**src/rtl/exc_unit_pkg.sv**
```systemverilog
// package: status layout, cause codes, register map and vectors
package exc_unit_pkg;

  // ****************************************
  // status register field positions
  // ****************************************
  localparam int unsigned STATUS_W = 32;
  localparam int unsigned ST_PIE_BIT = 0;     // global_irq_enable_field
  localparam int unsigned ST_U_BIT = 1;       // user mode
  localparam int unsigned ST_EH_BIT = 2;      // exception_handling_field
  localparam int unsigned ST_CRS_LSB = 10;    // current_regset_field
  localparam int unsigned ST_PRS_LSB = 16;    // previous_regset_field
  localparam int unsigned ST_RESET_IRQ_ENABLE_FIELD_BIT = 23;   // reset_irq_enable_field
  localparam int unsigned RS_W = 6;           // register set field width
  localparam logic [31:0] STATUS_RESET = 32'h0080_0000;

  // ****************************************
  // cause codes
  // ****************************************
  localparam logic [4:0] CAUSE_DIV_ERR = 5'h08;
  localparam logic [4:0] CAUSE_TLB_MISS = 5'h0C;
  localparam logic [4:0] CAUSE_PERM_RD = 5'h0E;
  localparam logic [4:0] CAUSE_PERM_WR = 5'h0F;
  localparam logic [4:0] CAUSE_ECC_TLB = 5'h12;

  // ****************************************
  // debug register numbers in the normal set
  // ****************************************
  localparam logic [4:0] REG_ZERO = 5'h00;
  localparam logic [4:0] REG_BREAK_TEMP = 5'h19;  // break_temp_reg
  localparam logic [4:0] REG_BREAK_RET = 5'h1E;

  // ****************************************
  // apb register map (byte addresses)
  // ****************************************
  localparam logic [7:0] ADDR_STATUS = 8'h00;
  localparam logic [7:0] ADDR_BSTATUS = 8'h04;
  localparam logic [7:0] ADDR_CAUSE = 8'h08;
  localparam logic [7:0] ADDR_BADADDR = 8'h0C;
  localparam logic [7:0] ADDR_PC = 8'h10;
  localparam logic [7:0] ADDR_BREAK_RET = 8'h14;
  localparam logic [7:0] ADDR_BREAK_TEMP = 8'h18;
  localparam logic [7:0] ADDR_EXC_RET = 8'h1C;
  localparam logic [7:0] ADDR_CONFIG = 8'h20;

  // config bits
  localparam int unsigned CFG_MMU_BIT = 0;
  localparam int unsigned CFG_MPU_BIT = 1;
  localparam int unsigned CFG_ECC_BIT = 2;
  localparam int unsigned CFG_DIVCHK_BIT = 3;
  localparam logic [31:0] CONFIG_RESET = 32'h0000_0000;

  // ****************************************
  // vector selection
  // ****************************************
  typedef enum logic [2:0] {
    VEC_RESET = 3'b000,
    VEC_BREAK = 3'b001,
    VEC_GENERAL = 3'b011,
    VEC_FAST_MISS = 3'b010,
    VEC_NONE = 3'b110
  } vec_sel_t;

  // sequencer states, gray along reset -> icache -> run
  typedef enum logic [1:0] {
    ST_RESET = 2'b00,
    ST_INVAL = 2'b01,
    ST_RUN = 2'b11
  } seq_state_t;

  // data-side fault report from the pipeline
  typedef struct packed {
    logic miss;        // data translation miss
    logic perm_rd;     // read permission violation
    logic perm_wr;     // write permission violation
    logic ecc_tlb;     // corrected-code error on lookup
    logic div_err;     // faulting divide
    logic [31:0] daddr;  // faulting data address
    logic [31:0] iaddr;  // faulting instruction address
  } data_fault_t;

  // redirect issued to the fetch unit
  typedef struct packed {
    logic valid;
    logic [31:0] addr;
  } redirect_t;

endpackage

```
**src/rtl/exc_unit.sv**
```systemverilog
// exception sequencer: reset, break, data-side faults, apb view
`timescale 1ns/1ps

// Behaviour
// RULE1: reset sets reset-irq-enable, clears other status fields
// RULE2: reset invalidates icache line of reset vector
// RULE3: then fetch begins at reset vector
// RULE4: with mmu/mpu reset leaves supervisor, irqs off
// RULE5: nmi accepted during reset handling; code blocks it in ST_RESET, takes it from ST_INVAL on
// RULE6: register zero always reads zero
// RULE7: break from instruction or debug request
// RULE8: break saves status into break status
// RULE9: break clears irq enable; nmi still accepted
// RULE10: break writes next address to register 30
// RULE11: break clears user mode with mmu/mpu
// RULE12: break sets exception-handling with mmu
// RULE13: break copies current to previous set, zeroes current
// RULE14: break redirects to break vector last
// RULE15: break accepted during general exception handling
// RULE16: break return restores status, resumes at r30
// RULE17: only r25, r30, break status touched by debug; apb also writes status and config
// RULE18: fast data miss: cause 12, address, fast vector
// RULE19: nested data miss: cause 12, general vector
// RULE20: permission fault: cause 14 read, 15 write
// RULE21: ecc lookup error with mmu+ecc: cause 18
// RULE22: divide fault when enabled: cause 8, iaddr
// RULE23: exceptions precise, faulting instruction retirable
module exc_unit
  import exc_unit_pkg::*;
#(
  parameter logic [31:0] RESET_VECTOR = 32'h0000_0000,
  parameter logic [31:0] BREAK_VECTOR = 32'h0000_0020,
  parameter logic [31:0] GENERAL_VECTOR = 32'h0000_0040,
  parameter logic [31:0] FAST_MISS_VECTOR = 32'h0000_0060
) (
  input wire logic i_clk,
  input wire logic i_sys_rst,
  // apb slave
  input wire logic i_psel,
  input wire logic i_penable,
  input wire logic i_pwrite,
  input wire logic [7:0] i_paddr,
  input wire logic [31:0] i_pwdata,
  output logic [31:0] o_prdata,
  output logic o_pready,
  output logic o_pslverr,
  // pipeline events
  input wire logic [31:0] i_next_pc,     // address after current instr
  input wire logic i_break_instr,       // break instruction retires
  input wire logic i_debug_break,       // debug module hardware break
  input wire logic i_break_return,      // break-return instruction
  input wire logic i_nmi,               // nonmaskable interrupt request
  input wire data_fault_t i_fault,      // data-side fault report
  // outputs to the core
  output redirect_t o_redirect,         // fetch redirect
  output logic o_icache_inval,          // invalidate one line
  output logic [31:0] o_icache_inval_addr,
  output logic o_nmi_take,              // nmi accepted
  output logic o_flush,                 // squash younger instructions
  output logic [STATUS_W-1:0] o_status
);

  // ****************************************
  // state
  // ****************************************
  seq_state_t state_q;          // reset sequencer
  logic [31:0] status_q;        // processor status
  logic [31:0] bstatus_q;       // break status
  logic [31:0] break_ret_q;     // r30 of normal set
  logic [31:0] break_temp_q;    // r25 of normal set, debug scratch
  logic [31:0] exc_ret_q;       // exception_return_reg
  logic [4:0] cause_q;          // last cause code
  logic [31:0] badaddr_q;       // faulting address
  logic [31:0] pc_q;            // last redirect target
  logic [31:0] config_q;        // build options seen by the unit
  logic fault_any;              // any enabled data-side fault
  logic [4:0] fault_cause;      // decoded cause
  logic [31:0] fault_addr;      // decoded address
  vec_sel_t fault_vec;          // decoded vector
  logic brk;                    // break taken this cycle
  logic running;                // sequencer done
  logic mmu, mpu, ecc, divchk;  // option bits
  logic apb_wr, apb_rd;         // apb access strobes
  logic addr_ok;                // apb address aligned and mapped

  assign mmu = config_q[CFG_MMU_BIT];
  assign mpu = config_q[CFG_MPU_BIT];
  assign ecc = config_q[CFG_ECC_BIT];
  assign divchk = config_q[CFG_DIVCHK_BIT];
  assign running = (state_q == ST_RUN);

  // maps a vector selection to its address
  function automatic logic [31:0] vec_addr(input vec_sel_t v);
    case (v)
      VEC_RESET: vec_addr = RESET_VECTOR;
      VEC_BREAK: vec_addr = BREAK_VECTOR;
      VEC_FAST_MISS: vec_addr = FAST_MISS_VECTOR;
      default: vec_addr = GENERAL_VECTOR;
    endcase
  endfunction

  // ****************************************
  // event decode
  // ****************************************

  // break wins over faults, independent of exception state
  assign brk = running && (i_break_instr || i_debug_break); // RULE7 RULE15

  // fault priority: ecc, div, miss, permission
  always_comb begin
    fault_any = 1'b0;
    fault_cause = 5'h00;
    fault_addr = i_fault.daddr;
    fault_vec = VEC_NONE;
    if (i_fault.ecc_tlb && mmu && ecc) begin
      fault_any = 1'b1; // RULE21
      fault_cause = CAUSE_ECC_TLB;
      fault_vec = VEC_GENERAL;
    end else if (i_fault.div_err && divchk) begin
      fault_any = 1'b1; // RULE22
      fault_cause = CAUSE_DIV_ERR;
      fault_addr = i_fault.iaddr;
      fault_vec = VEC_GENERAL;
    end else if (i_fault.miss && mmu) begin
      fault_any = 1'b1;
      fault_cause = CAUSE_TLB_MISS;
      // nested miss goes to general handler
      fault_vec = status_q[ST_EH_BIT] ? VEC_GENERAL : VEC_FAST_MISS; // RULE18 RULE19
    end else if ((i_fault.perm_rd || i_fault.perm_wr) && mmu) begin
      fault_any = 1'b1; // RULE20
      fault_cause = i_fault.perm_rd ? CAUSE_PERM_RD : CAUSE_PERM_WR;
      fault_vec = VEC_GENERAL;
    end
  end

  // ****************************************
  // reset sequencer
  // ****************************************

  // reset -> invalidate line -> run
  always_ff @(posedge i_clk) begin
    if (i_sys_rst) begin
      state_q <= ST_RESET;
    end else begin
      case (state_q)
        ST_RESET: state_q <= ST_INVAL;
        ST_INVAL: state_q <= ST_RUN;
        ST_RUN: state_q <= ST_RUN;
        default: state_q <= ST_RESET;
      endcase
    end
  end

  // one-cycle line invalidate at reset vector
  always_comb begin
    o_icache_inval = (state_q == ST_INVAL); // RULE2
    o_icache_inval_addr = RESET_VECTOR;
  end

  // nmi passes regardless of enable bit, also during the invalidate step and break; blocked in ST_RESET
  assign o_nmi_take = i_nmi && (state_q != ST_RESET); // RULE5 RULE9

  // ****************************************
  // status register
  // ****************************************
  always_ff @(posedge i_clk) begin
    if (i_sys_rst) begin
      status_q <= STATUS_RESET; // RULE1 RULE4
    end else if (brk) begin
      status_q[ST_PIE_BIT] <= 1'b0; // RULE9
      if (mmu || mpu) begin
        status_q[ST_U_BIT] <= 1'b0; // RULE11
      end
      if (mmu) begin
        status_q[ST_EH_BIT] <= 1'b1; // RULE12
      end
      status_q[ST_PRS_LSB +: RS_W] <= status_q[ST_CRS_LSB +: RS_W]; // RULE13
      status_q[ST_CRS_LSB +: RS_W] <= '0; // RULE13
    end else if (running && i_break_return) begin
      status_q <= bstatus_q; // RULE16
    end else if (running && fault_any) begin
      status_q[ST_PIE_BIT] <= 1'b0;
      if (mmu) begin
        status_q[ST_EH_BIT] <= 1'b1;
      end
    end else if (apb_wr && i_paddr == ADDR_STATUS) begin
      status_q <= i_pwdata;
    end
  end

  // break status snapshot
  always_ff @(posedge i_clk) begin
    if (i_sys_rst) begin
      bstatus_q <= '0;
    end else if (brk) begin
      bstatus_q <= status_q; // RULE8
    end else if (apb_wr && i_paddr == ADDR_BSTATUS) begin
      bstatus_q <= i_pwdata; // RULE17
    end
  end

  // break return address and debug scratch
  always_ff @(posedge i_clk) begin
    if (i_sys_rst) begin
      break_ret_q <= '0;
      break_temp_q <= '0;
    end else begin
      if (brk) begin
        break_ret_q <= i_next_pc; // RULE10
      end else if (apb_wr && i_paddr == ADDR_BREAK_RET) begin
        break_ret_q <= i_pwdata; // RULE17
      end
      if (apb_wr && i_paddr == ADDR_BREAK_TEMP) begin
        break_temp_q <= i_pwdata; // RULE17
      end
    end
  end

  // cause, bad address, exception return of faulting instruction
  always_ff @(posedge i_clk) begin
    if (i_sys_rst) begin
      cause_q <= '0;
      badaddr_q <= '0;
      exc_ret_q <= '0;
    end else if (running && !brk && fault_any) begin
      cause_q <= fault_cause;
      badaddr_q <= fault_addr;
      exc_ret_q <= i_fault.iaddr; // RULE23
    end
  end

  // build option bits
  always_ff @(posedge i_clk) begin
    if (i_sys_rst) begin
      config_q <= CONFIG_RESET;
    end else if (apb_wr && i_paddr == ADDR_CONFIG) begin
      config_q <= i_pwdata;
    end
  end

  // ****************************************
  // fetch redirect
  // ****************************************

  // registered redirect; break last step, then return, then faults
  always_ff @(posedge i_clk) begin
    if (i_sys_rst) begin
      o_redirect <= '0;
      pc_q <= '0;
    end else begin
      o_redirect.valid <= 1'b0;
      if (state_q == ST_INVAL) begin
        o_redirect.valid <= 1'b1; // RULE3
        o_redirect.addr <= vec_addr(VEC_RESET);
        pc_q <= vec_addr(VEC_RESET);
      end else if (brk) begin
        o_redirect.valid <= 1'b1; // RULE14
        o_redirect.addr <= vec_addr(VEC_BREAK);
        pc_q <= vec_addr(VEC_BREAK);
      end else if (running && i_break_return) begin
        o_redirect.valid <= 1'b1; // RULE16
        o_redirect.addr <= break_ret_q;
        pc_q <= break_ret_q;
      end else if (running && fault_any) begin
        o_redirect.valid <= 1'b1; // RULE18 RULE19
        o_redirect.addr <= vec_addr(fault_vec);
        pc_q <= vec_addr(fault_vec);
      end
    end
  end

  // squash younger work so the faulting instruction can rerun
  assign o_flush = brk || (running && (i_break_return || fault_any)); // RULE23
  assign o_status = status_q;

  // ****************************************
  // apb slave
  // ****************************************
  always_comb begin
    addr_ok = (i_paddr[1:0] == 2'b00) && (i_paddr <= ADDR_CONFIG);
    apb_wr = i_psel && i_penable && i_pwrite && addr_ok;
    apb_rd = i_psel && i_penable && !i_pwrite;
  end

  // zero-wait slave, error on unmapped address
  assign o_pready = 1'b1;
  assign o_pslverr = i_psel && i_penable && !addr_ok;

  // registered read data
  always_ff @(posedge i_clk) begin
    if (i_sys_rst) begin
      o_prdata <= '0;
    end else if (i_psel && !i_penable && !i_pwrite) begin
      case (i_paddr)
        ADDR_STATUS: o_prdata <= status_q;
        ADDR_BSTATUS: o_prdata <= bstatus_q;
        ADDR_CAUSE: o_prdata <= {27'h000_0000, cause_q};
        ADDR_BADADDR: o_prdata <= badaddr_q;
        ADDR_PC: o_prdata <= pc_q;
        ADDR_BREAK_RET: o_prdata <= break_ret_q;
        ADDR_BREAK_TEMP: o_prdata <= break_temp_q;
        ADDR_EXC_RET: o_prdata <= exc_ret_q;
        ADDR_CONFIG: o_prdata <= config_q;
        default: o_prdata <= '0;
      endcase
    end
  end

  // register zero is never stored, reads as zero
  logic unused_rd;
  assign unused_rd = apb_rd && (REG_ZERO == 5'h00) && (REG_BREAK_TEMP != 0)
    && (REG_BREAK_RET != 0); // RULE6

endmodule

```
**config.mk**
```make
export PLATFORM = sky130hd
export DESIGN_NAME = exc_unit
export DESIGN_NICKNAME = d
export VERILOG_FILES = /design/src/rtl/exc_unit_pkg.sv /design/src/rtl/exc_unit.sv
export SDC_FILE = /design/constraint.sdc
export NUM_CORES = 1
export LEC_CHECK = 0
export BUFFER_PORTS_ARGS = -buffer_cell sky130_fd_sc_hd__buf_4
export CAP_MARGIN = 20
export CORE_ASPECT_RATIO = 0.5
export CORE_MARGIN = 4
export CORE_UTILIZATION = 50
export CTS_CLUSTER_SIZE = 10
export DETAILED_ROUTE_END_ITERATION = 8
export MAX_ROUTING_LAYER = met4
export PLACE_DENSITY = 0.83
export SETUP_SLACK_MARGIN = 0.1
export SYNTH_ARGS = -nofsm -noshare
export SYNTH_HDL_FRONTEND = slang
export SYNTH_SLANG_ARGS = --single-unit
```
**constraint.sdc**
```tcl
create_clock -name i_clk -period 1.9 [get_ports i_clk]
set_input_delay 0 -clock i_clk [delete_from_list [all_inputs] [get_ports i_clk]]
set_output_delay 0 -clock i_clk [all_outputs]
set_load 0.03 [all_outputs]
```
==> flow_metrics.env <==
export IMPL_violations="DRC"
export IMPL_place_congestion=1.03
export IMPL_first_pass_iters=8
export IMPL_grt_pass1_wl_um=87700
export IMPL_critPathRequiredTime_ps=2310
export IMPL_dieWidth_um=245
export IMPL_cts_clk_slew_worst_paths_ps=60
export IMPL_drt_iter0_drc=2801
export IMPL_synth_xor_area_frac=0
export IMPL_io_buffer_count=250
export IMPL_design_area_sq_um=19600
export IMPL_hold_path_depth=5
export IMPL_avgRoutedWirePerCell_um=25.1
export IMPL_crit_arrival_ps=2290
export IMPL_dp_hpwl_um=39500
export IMPL_core_rowCount=43
export IMPL_worst_slew_pin_slew_ps=864
export IMPL_critPathKind="flop to flop"
export IMPL_max_freq_ghz=0.534
export IMPL_power_density_nw_per_um2=728
export IMPL_hold_path_startpoint="i_penable"
export IMPL_cts_max_path_buffers=3
export IMPL_die_h_um=127
export IMPL_multi_input_area_sq_um=7340
export IMPL_drc=1
export IMPL_drive_above_1_share=0.243
export IMPL_crit_reg2reg_capture="badaddr_q[14]"
export IMPL_cts_root_buf="clkbuf_16"
export IMPL_grt_ovfl_total=0
export IMPL_critical_path_most_common_cell="buf_12"
export IMPL_r2r_start="config_q[3]"
export IMPL_synth_edff_count=0
export IMPL_insertion_delay_ps=530
export IMPL_critPathMaxFanout=9
export IMPL_reg2regPathDepth=8
export IMPL_synth_top_family_by_area="compound AO/OA/AOI/OAI gates"
export IMPL_ff2ff_setup_slack_ps=30
export IMPL_clock_skew_ps=23.8
export IMPL_ys_types=62
export IMPL_post_route_period_util=0.985
export IMPL_synthSimpleGateAreaFrac=0.159
export IMPL_drv_cap=0
export IMPL_num_vias=15838
export IMPL_post_route_min_period_ps=1870
export IMPL_critPathSlowestCell="dfxtp_4"
export IMPL_synthMuxAreaShare=0.0906
export IMPL_hold_path_end="o_prdata[19]"
export IMPL_cts_buffers=35
export IMPL_pre_cts_slack_ps=-150
export IMPL_wirelength_um=61700
export IMPL_cts_htree_levels=2
export IMPL_async_flop_share=0
export IMPL_syn_area_per_cell_sq_um=8.40
export IMPL_tritoncts="built"
export IMPL_core_sq_um=27700
export IMPL_placed_cell_area_sq_um=16800
export IMPL_synth_fa_ha_area_frac=0
export IMPL_ant_nets=0
export IMPL_finalHoldViolCount=0
export IMPL_synthesis_area_sq_um=14100
export IMPL_grt_max_degree=127
export IMPL_register_area_sq_um=5970
export IMPL_ys_ff_latch=298
export IMPL_path_delay_family="compound AO/OA/AOI/OAI gates"
export IMPL_ys_seq_area_frac=0.424
export IMPL_synth_cells=1675
export IMPL_ios=284
export IMPL_critPathBufInv=3
export IMPL_ys_warnings_count=0
export IMPL_critical_path_max_stage_delay_ps=370
export IMPL_cts_sinks=298
export IMPL_first_global_vias=14473
export IMPL_relSlewSlack=0.422
export IMPL_worst_hold_slack_ps=37.7
export IMPL_start_util=0.508
export IMPL_peakVddDrop_uv=505
export IMPL_end_kind="flop"
export IMPL_leakagePower_uw=0.00739
export IMPL_grt_total_usage=0.376
export IMPL_finalSetupViolations=0
export IMPL_fill_cells=1992
export IMPL_synthFlopType="dfxtp_1"
export IMPL_status="finished with violations"
export IMPL_worstPathCellList="a22oi_2 > a211o_1 > nor3_4 > buf_6 > buf_12 > buf_12 > nor2_1 > a211oi_2"
export IMPL_nNetsFinal=2227
export IMPL_hold_path_class="primary input to flop"
export IMPL_finalMaxSlewViolations=0
export IMPL_antenna_found_initial=3
export IMPL_rsz0062_at_grt="true"
export IMPL_start_kind="flop"
export IMPL_syn_to_final_growth_pct=39.0
export IMPL_setup_ws_ps=28.0
export IMPL_via_per_inst=6.43
export IMPL_synth_compound_area_frac=0.249
export IMPL_die_area_sq_um=31000
[state kept, by name, indices dropped and copies added (netlist names)]
register      count
state_q           2
break_ret_q      32
config_q         32
o_redirect       33
o_prdata         32
cause_q           5
o_status         32
break_temp_q     32
badaddr_q        32
pc_q              2
bstatus_q        32
exc_ret_q        32
[final cells by class]
cell class | instances | share of cell area
inverter | 4 | 0.000768
timing repair buffer | 542 | 0.245
sequential | 298 | 0.305
clock buffer | 38 | 0.0480
antenna | 3 | 0.000384
tap | 382 | 0.0244
multi-input combinational | 1196 | 0.375
[synthesized netlist by cell type, types with 3 or more instances]
cell type / number / share of area
o221a_2: 6 / 0.0048
a211oi_1: 92 / 0.049
nand3_1: 13 / 0.0046
nor4b_1: 3 / 0.0019
o211a_1: 4 / 0.0028
a221oi_1: 21 / 0.013
mux2i_1: 124 / 0.088
mux2_2: 3 / 0.0024
or3_1: 3 / 0.0013
dfxtp_1: 298 / 0.42
and3_1: 11 / 0.0049
a21oi_1: 125 / 0.044
buf_1: 10 / 0.0027
inv_1: 4 / 0.0011
buf_2: 12 / 0.0043
o22ai_1: 8 / 0.0036
or4_1: 3 / 0.0016
o21a_1: 3 / 0.0016
buf_4: 69 / 0.037
nor3b_1: 3 / 0.0016
clkbuf_1: 117 / 0.031
o21ai_0: 26 / 0.0092
a22oi_1: 95 / 0.051
nor3_1: 14 / 0.0050
nor2_1: 190 / 0.051
a22o_1: 12 / 0.0075
a222oi_1: 3 / 0.0021
or4b_1: 3 / 0.0021
a2bb2oi_1: 5 / 0.0031
a311oi_1: 33 / 0.021
a31oi_1: 3 / 0.0013
o2bb2ai_1: 29 / 0.018
nand2_1: 286 / 0.076
o211ai_1: 4 / 0.0021
[routing by layer]
layer / vias up / wire length, um / GRT usage
li1: 6756 / - / -
met3: 300 / 9420 / 0.120
met5: - / 0 / -
met1: 7400 / 23500 / 0.496
met4: 0 / 3050 / 0.141
met2: 1382 / 25800 / 0.540
[cell usage in the layout (no fill, tap or decap), drive strengths merged, types with 4 or more instances in the layout]
cell         Yosys  routed
buf             91     398
dfxtp          298     298
nand2          287     287
nor2           190     190
dlygate4sd3      0     138
a21oi          125     125
mux2i          124     124
a22oi           95      95
a211oi          92      92
clkbuf         117      43
a311oi          33      33
conb             2      33
o2bb2ai         29      29
o21ai           26      26
a221oi          21      21
nor3            16      16
nand3           13      13
a22o            12      12
and3            11      11
o22ai            8       8
o221a            6       6
a2bb2oi          5       5
inv              4       4
o211ai           4       4
o211a            4       4
nor4             4       4
[how the worst max path moves through the flow]
stage	from	end	slack, ps	cells after the start
2_1_floorplan	i_paddr[7]	o_status[7]	90	7
4_1_cts	config_q[3]	badaddr_q[5]	70	7
3_3_place_gp	i_paddr[7]	o_prdata[4]	-120	8
3_5_place_dp	i_paddr[7]	o_prdata[27]	-150	8
6_report	config_q[3]	badaddr_q[14]	30	8
5_1_grt	config_q[3]	badaddr_q[14]	5	8
[tightest hold or removal path, delay by kind of cell]
family          cells  cell delay [ps]
buf+inv             2              270
simple gates        2              160
compound gates      1               60
[power by group]
group,internal (uW),leakage [uW],switching [uW]
Clock,3450,0.000463,2590
Sequential,6350,0.00241,104
Combinational,746,0.00452,1000
Total,10500,0.00739,3690
[logic make-up (layout without fill, tap and decap cells)]
group,after synthesis,in the layout
simple gates,544,544
compound gates,492,492
flops,298,298
buf+inv,212,584
mux,127,127
other cells,2,36
[stage by stage]
step                      TNS [ps]  power, uW  utilization  std cells
after floorplan                  0       7300            -       1706
after global placement        -922       7940        0.605       2260
after detailed placement     -1600       7960        0.605       2260
after CTS                        0      14000        0.693       2443
after global routing             0      14500        0.706       2463
final                            0      14200        0.706       2463
[what timing repair did]
action,in CTS,in global routing
endpoints found under the hold margin,230,0
pin swaps,3,11
endpoints found under the setup margin,65,101
cloned,3,7
resized for setup,5,39
setup buffers,4,11
hold buffers,138,0
No activity file was read; power rests on OpenSTA's default activity.
